### config.mk
export PLATFORM = sky130hd
export DESIGN_NAME = isp_port
export DESIGN_NICKNAME = d
export VERILOG_FILES = /design/src/design/isp_pin_sync.v /design/src/design/isp_buf2.v /design/src/design/isp_port.v
export VERILOG_INCLUDE_DIRS = /design/src /design/src/design
export SDC_FILE = /design/constraint.sdc
export NUM_CORES = 1
export LEC_CHECK = 0
export BUFFER_PORTS_ARGS = -buffer_cell sky130_fd_sc_hd__buf_2
export CAP_MARGIN = 20
export CORE_AREA = 4 4 194 196
export DETAILED_ROUTE_END_ITERATION = 16
export DIE_AREA = 0 0 198 200
export MAX_ROUTING_LAYER = met4
export PLACE_DENSITY = 0.45
export SLEW_MARGIN = 20
export SYNTH_ARGS = -nofsm -noshare
export SYNTH_HDL_FRONTEND = slang
export SYNTH_HIERARCHICAL = 1
export SYNTH_SLANG_ARGS = --single-unit
### constraint.sdc
create_clock -name ref_clk -period 3.6 [get_ports ref_clk]
set_clock_uncertainty 0.05 [all_clocks]
set_input_delay 0.36 -clock ref_clk [delete_from_list [all_inputs] [get_ports ref_clk]]
set_output_delay 0.36 -clock ref_clk [all_outputs]
set_load 0.1 [all_outputs]
### src/design/isp_consts.vh
`ifndef ISP_CONSTS_VH
`define ISP_CONSTS_VH

// Clock rate and self-timed write durations
`define ISP_CLK_KHZ                  100000
`define ISP_FLASH_PAGE_WAIT_TIME_MS  4.5
`define ISP_EEPROM_BYTE_WAIT_TIME_MS 9.0
`define ISP_CHIP_ERASE_WAIT_TIME_MS  9.0
`define ISP_BUSY_W                   20

// Busy spans in cycles of the 100 MHz clock (wait time times clock rate)
`define ISP_FLASH_WAIT_CYC  20'd450000
`define ISP_EEPROM_WAIT_CYC 20'd900000
`define ISP_ERASE_WAIT_CYC  20'd900000

// First instruction byte codes
`define ISP_B1_SPECIAL  8'hac
`define ISP_B1_RD_FLASH 8'h20
`define ISP_B1_LD_PAGE  8'h40
`define ISP_B1_WR_PAGE  8'h4c
`define ISP_B1_RD_EE    8'ha0
`define ISP_B1_WR_EE    8'hc0
`define ISP_B1_RD_LOCK  8'h58
`define ISP_B1_RD_FUSE  8'h50
`define ISP_H_BIT       3

// Second instruction byte codes
`define ISP_B2_PROG_EN    8'h53
`define ISP_B2_ERASE      3'h4
`define ISP_B2_WR_LOCK    3'h7
`define ISP_B2_WR_FUSE_LO 8'ha0
`define ISP_B2_WR_FUSE_HI 8'ha8
`define ISP_B2_RD_ZERO    8'h00
`define ISP_B2_RD_FUSE_HI 8'h08

// Nonvolatile bit reset values (erased state)
`define ISP_LOCK_W      6
`define ISP_LOCK_RST    6'h3f
`define ISP_FUSE_LO_RST 8'hff
`define ISP_FUSE_HI_RST 8'hff
`define ISP_ERASED_BYTE 8'hff

// Memory command word layout and operations
`define ISP_CMD_W        25
`define ISP_CMD_OP_LSB   23
`define ISP_CMD_HI_BIT   22
`define ISP_CMD_ADDR_LSB 8
`define ISP_FADDR_W      14
`define ISP_EADDR_W      10
`define ISP_PAGE_LSB     6
`define ISP_OP_LOAD      2'h0
`define ISP_OP_WR_PAGE   2'h1
`define ISP_OP_WR_EE     2'h2
`define ISP_OP_ERASE     2'h3
`define ISP_RD_FLASH     1'b0
`define ISP_RD_EE        1'b1

`endif

### src/design/isp_pin_sync.v
`timescale 1ns/100ps
`default_nettype none

module isp_pin_sync #(
	parameter       W       = 3,
	parameter [W-1:0] RST_VAL = {W{1'b0}}
) (
	// Clock and reset
	input  wire         clk,
	input  wire         rst_n,
	input  wire         clk_en,
	// Raw pins and filtered levels
	input  wire [W-1:0] pin_in,
	output reg  [W-1:0] level_q
);

	reg [W-1:0] s1_q;
	reg [W-1:0] s2_q;
	reg [W-1:0] s3_q;

	genvar i;
	generate
		for (i = 0; i < W; i = i + 1) begin : g_bit
			// Three stages; level moves once stages two and three agree
			always @(posedge clk or negedge rst_n) begin
				if (!rst_n) begin
					s1_q[i]    <= RST_VAL[i];
					s2_q[i]    <= RST_VAL[i];
					s3_q[i]    <= RST_VAL[i];
					level_q[i] <= RST_VAL[i];
				end else if (clk_en) begin
					s1_q[i] <= pin_in[i];
					s2_q[i] <= s1_q[i];
					s3_q[i] <= s2_q[i];
					if (s2_q[i] == s3_q[i]) begin
						level_q[i] <= s3_q[i];
					end
				end
			end
		end
	endgenerate

endmodule

`default_nettype wire

### src/design/isp_buf2.v
`timescale 1ns/100ps
`default_nettype none

module isp_buf2 #(
	parameter W = 25
) (
	// Clock and reset
	input  wire         clk,
	input  wire         rst_n,
	input  wire         clk_en,
	// Filling side
	input  wire         in_valid,
	output wire         in_ready,
	input  wire [W-1:0] in_data,
	// Draining side
	output reg          out_valid,
	input  wire         out_ready,
	output reg  [W-1:0] out_data
);

	reg [W-1:0] d1_q;
	reg         v1_q;
	wire        push;
	wire        pop;

	// Full only when the second slot holds a word
	assign in_ready = ~v1_q;
	assign push     = in_valid & ~v1_q;
	assign pop      = out_valid & out_ready;

	// Head slot feeds the output, second slot backs it up
	always @(posedge clk or negedge rst_n) begin
		if (!rst_n) begin
			out_valid <= 1'b0;
			out_data  <= {W{1'b0}};
			d1_q      <= {W{1'b0}};
			v1_q      <= 1'b0;
		end else if (clk_en) begin
			if (pop) begin
				out_data  <= v1_q ? d1_q : in_data;
				out_valid <= v1_q | push;
				v1_q      <= 1'b0;
			end else if (push) begin
				if (!out_valid) begin
					out_data  <= in_data;
					out_valid <= 1'b1;
				end else begin
					d1_q <= in_data;
					v1_q <= 1'b1;
				end
			end
		end
	end

endmodule

`default_nettype wire

### src/design/isp_port.v
// Operation
// - Chip erase leaves every flash and EEPROM location at all ones.
// - Input sampled on rising serial clock, output shifted on falling.
// - In sync, byte two of enable echoes during byte three.
// - Page buffer loaded bytewise by six address bits, low byte first.
// - Write page commits buffer to the page in the eight upper bits.
// - EEPROM write self-timed with auto erase; 9.0 ms wait.
// - Reads answer in byte four; opcode bit picks flash high/low.
// - Reads inside a page being written return all ones.
// - Read of EEPROM byte being written returns all ones.
// - Enable decoded from bytes one and two; accepted after reset low.
// - Chip erase decoded from second byte 100x; 9.0 ms wait.
// - EEPROM read and write opcodes; ten-bit address; data in byte four.
// - Lock write and read encodings; six data bits; zero programmed.
// - Fuse low and high write and read encodings; zero programmed.
// - Interface only active while the reset pin is held low.
// - Lock bits return unprogrammed only through chip erase.
`timescale 1ns/100ps
`default_nettype none
`include "isp_consts.vh"

module isp_port #(
	parameter [`ISP_BUSY_W-1:0] FLASH_WAIT_CYC  = `ISP_FLASH_WAIT_CYC,
	parameter [`ISP_BUSY_W-1:0] EEPROM_WAIT_CYC = `ISP_EEPROM_WAIT_CYC,
	parameter [`ISP_BUSY_W-1:0] ERASE_WAIT_CYC  = `ISP_ERASE_WAIT_CYC
) (
	// Clock, reset, enable
	input  wire                    ref_clk,
	input  wire                    rst_n,
	input  wire                    clk_en,
	// Programming pins
	input  wire                    reset_pin_n,
	input  wire                    sck_pin,
	input  wire                    mosi_pin,
	output reg                     miso_o,
	output reg                     miso_oe,
	// Memory command stream
	output wire                    nvm_cmd_valid,
	input  wire                    nvm_cmd_ready,
	output wire [1:0]              nvm_cmd_op,
	output wire                    nvm_cmd_hi,
	output wire [`ISP_FADDR_W-1:0] nvm_cmd_addr,
	output wire [7:0]              nvm_cmd_data,
	// Memory read port, answer one cycle after request
	output reg                     nvm_rd_req,
	output reg                     nvm_rd_space,
	output reg                     nvm_rd_hi,
	output reg  [`ISP_FADDR_W-1:0] nvm_rd_addr,
	input  wire [7:0]              nvm_rd_data,
	// Status and nonvolatile bits
	output reg                     prog_enabled,
	output reg                     isp_busy,
	output reg                     cmd_refused,
	output reg  [`ISP_LOCK_W-1:0]  lock_bits,
	output reg  [7:0]              fuse_low,
	output reg  [7:0]              fuse_high,
	output wire [3:0]              clock_source_select_fuses
);

	// Filtered pins and edges
	wire [2:0] pin_lvl;
	reg        sck_prev_q;
	wire       sess;
	wire       sck_rise;
	wire       sck_fall;
	// Frame state
	reg  [4:0]  cnt_q;
	reg  [7:0]  rx_q;
	reg  [7:0]  b1_q;
	reg  [7:0]  b2_q;
	reg  [7:0]  b3_q;
	reg  [7:0]  tx_q;
	wire [7:0]  rx_d;
	wire        byte_done;
	wire        frame_done;
	// Busy tracking and read override
	reg  [`ISP_BUSY_W-1:0]  busy_cnt_q;
	reg  [1:0]              busy_op_q;
	reg  [`ISP_FADDR_W-1:0] busy_addr_q;
	reg                     rd_wait_q;
	reg                     rd_ff_q;
	// Command push
	reg                     pend_q;
	reg  [`ISP_CMD_W-1:0]   pend_data_q;
	wire                    buf_in_ready;
	wire [`ISP_CMD_W-1:0]   buf_out;
	// Matches a fixed first and second byte
	function hdr_is(input [7:0] a, input [7:0] b, input [7:0] ea,
		input [7:0] eb);
		hdr_is = (a == ea) && (b == eb);
	endfunction

	isp_pin_sync #(
		.W       (3),
		.RST_VAL (3'b100)
	) u_sync (
		.clk     (ref_clk),
		.rst_n   (rst_n),
		.clk_en  (clk_en),
		.pin_in  ({reset_pin_n, sck_pin, mosi_pin}),
		.level_q (pin_lvl)
	);

	assign sess       = ~pin_lvl[2];
	assign sck_rise   = sess & pin_lvl[1] & ~sck_prev_q;
	assign sck_fall   = sess & ~pin_lvl[1] & sck_prev_q;
	assign rx_d       = {rx_q[6:0], pin_lvl[0]};
	assign byte_done  = sck_rise & (cnt_q[2:0] == 3'h7);
	assign frame_done = byte_done & (cnt_q[4:3] == 2'h3);
	assign clock_source_select_fuses = fuse_low[3:0];

	// Command buffer toward the memory arrays
	isp_buf2 #(
		.W         (`ISP_CMD_W)
	) u_buf (
		.clk       (ref_clk),
		.rst_n     (rst_n),
		.clk_en    (clk_en),
		.in_valid  (pend_q),
		.in_ready  (buf_in_ready),
		.in_data   (pend_data_q),
		.out_valid (nvm_cmd_valid),
		.out_ready (nvm_cmd_ready),
		.out_data  (buf_out)
	);
	assign nvm_cmd_op   = buf_out[`ISP_CMD_OP_LSB +: 2];
	assign nvm_cmd_hi   = buf_out[`ISP_CMD_HI_BIT];
	assign nvm_cmd_addr = buf_out[`ISP_CMD_ADDR_LSB +: `ISP_FADDR_W];
	assign nvm_cmd_data = buf_out[7:0];

	// Bit shifting, byte capture, output shifting
	always @(posedge ref_clk or negedge rst_n) begin
		if (!rst_n) begin
			sck_prev_q <= 1'b0;
			cnt_q      <= 5'h00;
			rx_q       <= 8'h00;
			b1_q       <= 8'h00;
			b2_q       <= 8'h00;
			b3_q       <= 8'h00;
			tx_q       <= 8'h00;
			miso_o     <= 1'b0;
			miso_oe    <= 1'b0;
		end else if (clk_en) begin
			sck_prev_q <= pin_lvl[1];
			miso_oe    <= sess;
			if (!sess) begin
				cnt_q  <= 5'h00;
				tx_q   <= 8'h00;
				miso_o <= 1'b0;
			end else if (sck_rise) begin
				rx_q  <= rx_d;
				cnt_q <= cnt_q + 5'h01;
				if (byte_done) begin
					tx_q <= rx_d;
					case (cnt_q[4:3])
						2'h0: b1_q <= rx_d;
						2'h1: b2_q <= rx_d;
						2'h2: begin
							b3_q <= rx_d;
							if (hdr_is(b1_q, b2_q, `ISP_B1_RD_LOCK,
								`ISP_B2_RD_ZERO))
								tx_q <= {2'b11, lock_bits};
							if (hdr_is(b1_q, b2_q, `ISP_B1_RD_FUSE,
								`ISP_B2_RD_ZERO))
								tx_q <= fuse_low;
							if (hdr_is(b1_q, b2_q, `ISP_B1_RD_LOCK,
								`ISP_B2_RD_FUSE_HI))
								tx_q <= fuse_high;
						end
						default: ;
					endcase
				end
			end else if (sck_fall) begin
				miso_o <= tx_q[7];
				tx_q   <= {tx_q[6:0], 1'b0};
			end else if (rd_wait_q) begin
				tx_q <= rd_ff_q ? `ISP_ERASED_BYTE : nvm_rd_data;
			end
		end
	end

	always @(posedge ref_clk or negedge rst_n) begin
		if (!rst_n) begin
			nvm_rd_req   <= 1'b0;
			nvm_rd_space <= `ISP_RD_FLASH;
			nvm_rd_hi    <= 1'b0;
			nvm_rd_addr  <= {`ISP_FADDR_W{1'b0}};
			rd_wait_q    <= 1'b0;
			rd_ff_q      <= 1'b0;
		end else if (clk_en) begin
			rd_wait_q  <= nvm_rd_req;
			nvm_rd_req <= 1'b0;
			if (byte_done && cnt_q[4:3] == 2'h2 && prog_enabled) begin
				if ((b1_q & ~(8'h01 << `ISP_H_BIT)) == `ISP_B1_RD_FLASH
					&& b2_q[7:6] == 2'b00) begin
					nvm_rd_req   <= 1'b1;
					nvm_rd_space <= `ISP_RD_FLASH;
					nvm_rd_hi    <= b1_q[`ISP_H_BIT];
					nvm_rd_addr  <= {b2_q[5:0], rx_d};
					rd_ff_q <= isp_busy && (busy_op_q == `ISP_OP_WR_PAGE)
						&& (busy_addr_q[13:6] == {b2_q[5:0], rx_d[7:6]});
				end
				if (b1_q == `ISP_B1_RD_EE) begin
					nvm_rd_req   <= 1'b1;
					nvm_rd_space <= `ISP_RD_EE;
					nvm_rd_hi    <= 1'b0;
					nvm_rd_addr  <= {4'h0, b2_q[1:0], rx_d};
					rd_ff_q <= isp_busy && (busy_op_q == `ISP_OP_WR_EE)
						&& (busy_addr_q == {4'h0, b2_q[1:0], rx_d});
				end
				if (isp_busy && busy_op_q == `ISP_OP_ERASE)
					rd_ff_q <= 1'b1;
			end
		end
	end

	// Frame execution, busy timer, nonvolatile bits
	always @(posedge ref_clk or negedge rst_n) begin
		if (!rst_n) begin
			prog_enabled <= 1'b0;
			isp_busy     <= 1'b0;
			cmd_refused  <= 1'b0;
			busy_cnt_q   <= {`ISP_BUSY_W{1'b0}};
			busy_op_q    <= `ISP_OP_LOAD;
			busy_addr_q  <= {`ISP_FADDR_W{1'b0}};
			pend_q       <= 1'b0;
			pend_data_q  <= {`ISP_CMD_W{1'b0}};
			lock_bits    <= `ISP_LOCK_RST;
			fuse_low     <= `ISP_FUSE_LO_RST;
			fuse_high    <= `ISP_FUSE_HI_RST;
		end else if (clk_en) begin
			cmd_refused <= 1'b0;
			if (pend_q && buf_in_ready)
				pend_q <= 1'b0;
			if (isp_busy) begin
				busy_cnt_q <= busy_cnt_q - {{(`ISP_BUSY_W-1){1'b0}}, 1'b1};
				if (busy_cnt_q == {{(`ISP_BUSY_W-1){1'b0}}, 1'b1})
					isp_busy <= 1'b0;
			end
			if (!sess) begin
				prog_enabled <= 1'b0;
			end else if (frame_done && !prog_enabled) begin
				if (hdr_is(b1_q, b2_q, `ISP_B1_SPECIAL, `ISP_B2_PROG_EN))
					prog_enabled <= 1'b1;
			end else if (frame_done) begin
				if (b1_q == `ISP_B1_SPECIAL) begin
					if (b2_q[7:5] == `ISP_B2_ERASE) begin
						if (isp_busy || pend_q) begin
							cmd_refused <= 1'b1;
						end else begin
							pend_q      <= 1'b1;
							pend_data_q <= {`ISP_OP_ERASE, 1'b0,
								{`ISP_FADDR_W{1'b0}}, `ISP_ERASED_BYTE};
							lock_bits  <= `ISP_LOCK_RST;
							isp_busy   <= 1'b1;
							busy_op_q  <= `ISP_OP_ERASE;
							busy_cnt_q <= ERASE_WAIT_CYC;
						end
					end else if (b2_q[7:5] == `ISP_B2_WR_LOCK) begin
						lock_bits <= lock_bits & rx_d[`ISP_LOCK_W-1:0];
					end else if (b2_q == `ISP_B2_WR_FUSE_LO) begin
						fuse_low <= rx_d;
					end else if (b2_q == `ISP_B2_WR_FUSE_HI) begin
						fuse_high <= rx_d;
					end
				end else if ((b1_q & ~(8'h01 << `ISP_H_BIT))
					== `ISP_B1_LD_PAGE && b1_q != `ISP_B1_WR_PAGE) begin
					if (isp_busy || pend_q) begin
						cmd_refused <= 1'b1;
					end else begin
						pend_q      <= 1'b1;
						pend_data_q <= {`ISP_OP_LOAD, b1_q[`ISP_H_BIT],
							8'h00, b3_q[5:0], rx_d};
					end
				end else if (b1_q == `ISP_B1_WR_PAGE) begin
					if (isp_busy || pend_q) begin
						cmd_refused <= 1'b1;
					end else begin
						pend_q      <= 1'b1;
						pend_data_q <= {`ISP_OP_WR_PAGE, 1'b0,
							b2_q[5:0], b3_q[7:6], 6'h00, 8'h00};
						isp_busy    <= 1'b1;
						busy_op_q   <= `ISP_OP_WR_PAGE;
						busy_addr_q <= {b2_q[5:0], b3_q[7:6], 6'h00};
						busy_cnt_q  <= FLASH_WAIT_CYC;
					end
				end else if (b1_q == `ISP_B1_WR_EE) begin
					if (isp_busy || pend_q) begin
						cmd_refused <= 1'b1;
					end else begin
						pend_q      <= 1'b1;
						pend_data_q <= {`ISP_OP_WR_EE, 1'b0, 4'h0,
							b2_q[1:0], b3_q, rx_d};
						isp_busy    <= 1'b1;
						busy_op_q   <= `ISP_OP_WR_EE;
						busy_addr_q <= {4'h0, b2_q[1:0], b3_q};
						busy_cnt_q  <= EEPROM_WAIT_CYC;
					end
				end
			end
		end
	end

endmodule

`default_nettype wire

==> impl_metrics.yaml <==
status:
  status: "finished clean"
yosys:
  synth_cell_types: 77
  synthesis.area_mm2: 0.0106
  async_flop_share_pct: 100
  ys_seq_area_share_pct: 51.4
  synth_area_leaders: "dfrtp_1 45%, mux2_2 9.7%, dfstp_2 6.4%"
  syn_inst: 957
  synth-seq-cells: 217
  synth_most_common_cell: "dfrtp_1"
  synth_top_area_share_pct: 45.0
  ys_top_cells_by_count: "191 x dfrtp_1, 119 x nand2_1, 92 x mux2_2, 60 x o21ai_0, 48 x nor2_1"
  synthFlopType: "dfrtp_1"
  synth_edf_count: 0
  syn_nets: 976
  yosysWarnings: 6
  synth_top_cell_by_area: "dfrtp_1"
  synth.avg_cell_area_um2: 11.1
die:
  die_h_um: 200
  fp.dieW_um: 198
  start_util_pct: 29.5
  core-area_mm2: 0.0361
  die-area_mm2: 0.0396
  io_pins: 89
  fp-row-count: 70
route:
  dr.first_iter.drc_count: 414
  firstDrtPassIters: 4
  drc: 0
  routed_wirelength_mm: 27.9
  wl_per_cell_um: 18.4
  vias_per_cell: 4.89
  ant_nets: 0
  dr_total_vias: 7406
clock_network:
  holdBufCountCts: 4
  clockRootBuffer: "clkbuf_16"
  post-cts-setup-buffers: 0
  ctsResizeCount: 0
  numCtsBuffers: 26
  clock_sinks: 217
  h-tree-depth: 1
  tritoncts: "yes"
  clk_path_buf_depth: 3
  cts.clk_slew.worst_paths_ps: 60
  insertion_delay_ps: 530
worst_hold_path:
  min_delay_path_depth: 2
  hold_start: "nvm_cmd_ready"
  holdPathEnd: "u_buf/v1_q"
  hp-class: "primary input to register"
critical_path:
  r2r_end: "pend_data_q[5]"
  r2r_start: "b1_q[3]"
  path_cells: "nor4_1, and3_1, o22ai_1, nand3_2, buf_4, mux2i_1"
  path_class: "register to register"
  r2r_cells: 6
  cp.required_ps: 4000
  crit_slowest_cell: "dfrtp_1"
  cp-end-kind: "register"
  crit_fanout: 18
  path_buf_inv: 1
  reg2reg_slack_ps: 780
  critPathTopFamily: "simple AND/OR/NAND/NOR gates"
  startpoint_type: "register"
  cp.arrival_ps: 3220
  crit_path_max_incr_delay_ps: 600
timing:
  fin_tns_setup_ps: 0
  grt_setup_unrepaired: "false"
  worstMarginPinSlew_ps: 1030
  final-hold-violation-count: 0
  fmaxAchievable_mhz: 354
  setup_viol: 0
  finalCritPeriodShare_pct: 78.4
  slew_headroom_pct: 31.1
  finalMaxSlewViolations: 0
  min_period_ps: 2820
layout:
  n_antenna_cell: 0
  stdcell_area_mm2: 0.0123
  layout-drive-gt1-share_pct: 30.3
  fillCellCount: 3710
  final_nets: 1051
  syn_to_final_growth_pct: 15.9
grt:
  grt_usage_pct: 14.5
  grt_pass1_wl_mm: 45.0
  grt-ovfl-total: 0
  grt_start_max_net_pins: 90
  grt_pass1_vias: 7691
  antenna_found_initial: 0
pwr:
  powerDensity_mw_per_mm2: 501
  power_uw: 6170
  ir_worst_vdd_mv: 0.273
  leakage_uw: 0.00592
placed_design:
  dp_hpwl_mm: 19.3
  port_buffers: 88
  dpl_cell_area_mm2: 0.0115
  gp_congestion: 0.854
flow_run:
  maxCapViolations: 0
## per-layer routing
layer | up-vias | global-route usage [%] | wire length, um
met2 | 139 | 22.4 | 12800
met5 | - | - | 0
li1 | 3559 | - | -
met1 | 3677 | 20.6 | 13700
met4 | 0 | 2.91 | 403
met3 | 31 | 1.88 | 941
## placed cells by master (no fill, tap or decap), types with 17 or more instances in the layout
cell type,n
nor3_1,23
mux2_4,40
nand3_1,21
a21oi_1,27
mux2_2,92
mux2i_1,20
buf_2,87
inv_1,37
dfstp_2,26
dfrtp_1,191
nand2_1,119
o21ai_0,60
clkbuf_16,27
buf_4,17
nor2_1,48
## worst max path at each step
stage,startpoint,end,slack [ps],cells past startpoint
after global placement,cnt_q[0],pend_data_q[10],870,8
after detailed placement,b1_q[3],pend_data_q[9],790,6
final,b1_q[3],pend_data_q[5],780,6
after CTS,b1_q[3],pend_data_q[5],780,6
after global routing,b1_q[3],pend_data_q[5],550,6
after floorplan,prog_enabled,fuse_high[0],980,6
## through the flow
step	utilization [%]	hold WS [ps]	cells	setup slack (ps)
global route	34.1	35.4	1515	549
floorplan	-	14.4	957	979
global placement	31.7	375	1468	869
CTS	34.1	19.2	1515	779
finish	34.1	52.6	1515	776
detailed placement	31.7	370	1468	789
## cells by family after synthesis
logic type               after synthesis  synth area share [%]
flip-flops                           217                  51.4
AO/OA/AOI/OAI                        168                  10.2
adder cells (fa/ha/maj)                5                 0.565
AND/OR/NAND/NOR                      298                  14.4
multiplexers                         152                  17.3
buffers and inverters                100                  4.70
XOR/XNOR                              17                  1.40
## power by group
group / switching (uW) / total (uW) / internal, uW / leakage (uW)
Sequential: 304 / 2890 / 2590 / 0.00274
Clock: 1010 / 2580 / 1570 / 0.000398
Combinational: 434 / 700 / 266 / 0.00278
Total: 1750 / 6170 / 4420 / 0.00592
## final cells by class
class	count	area (um2)	share of cell area (%)
tap	468	586	4.75
timing repair buffer	110	638	5.18
multi-input combinational	640	4670	37.9
sequential	217	5460	44.3
clock buffer	39	751	6.09
inverter	37	139	1.13
clock inverter	4	76.3	0.620
## registers in the layout (all words and copies together) (netlist names), 14 cells and up
signal          count
pend_data_q        25
busy_addr_q        14
u_buf/out_data     25
u_buf/d1_q         25
nvm_rd_addr        14
busy_cnt_q         20
Note: power is estimated with default switching activity, not from simulation.
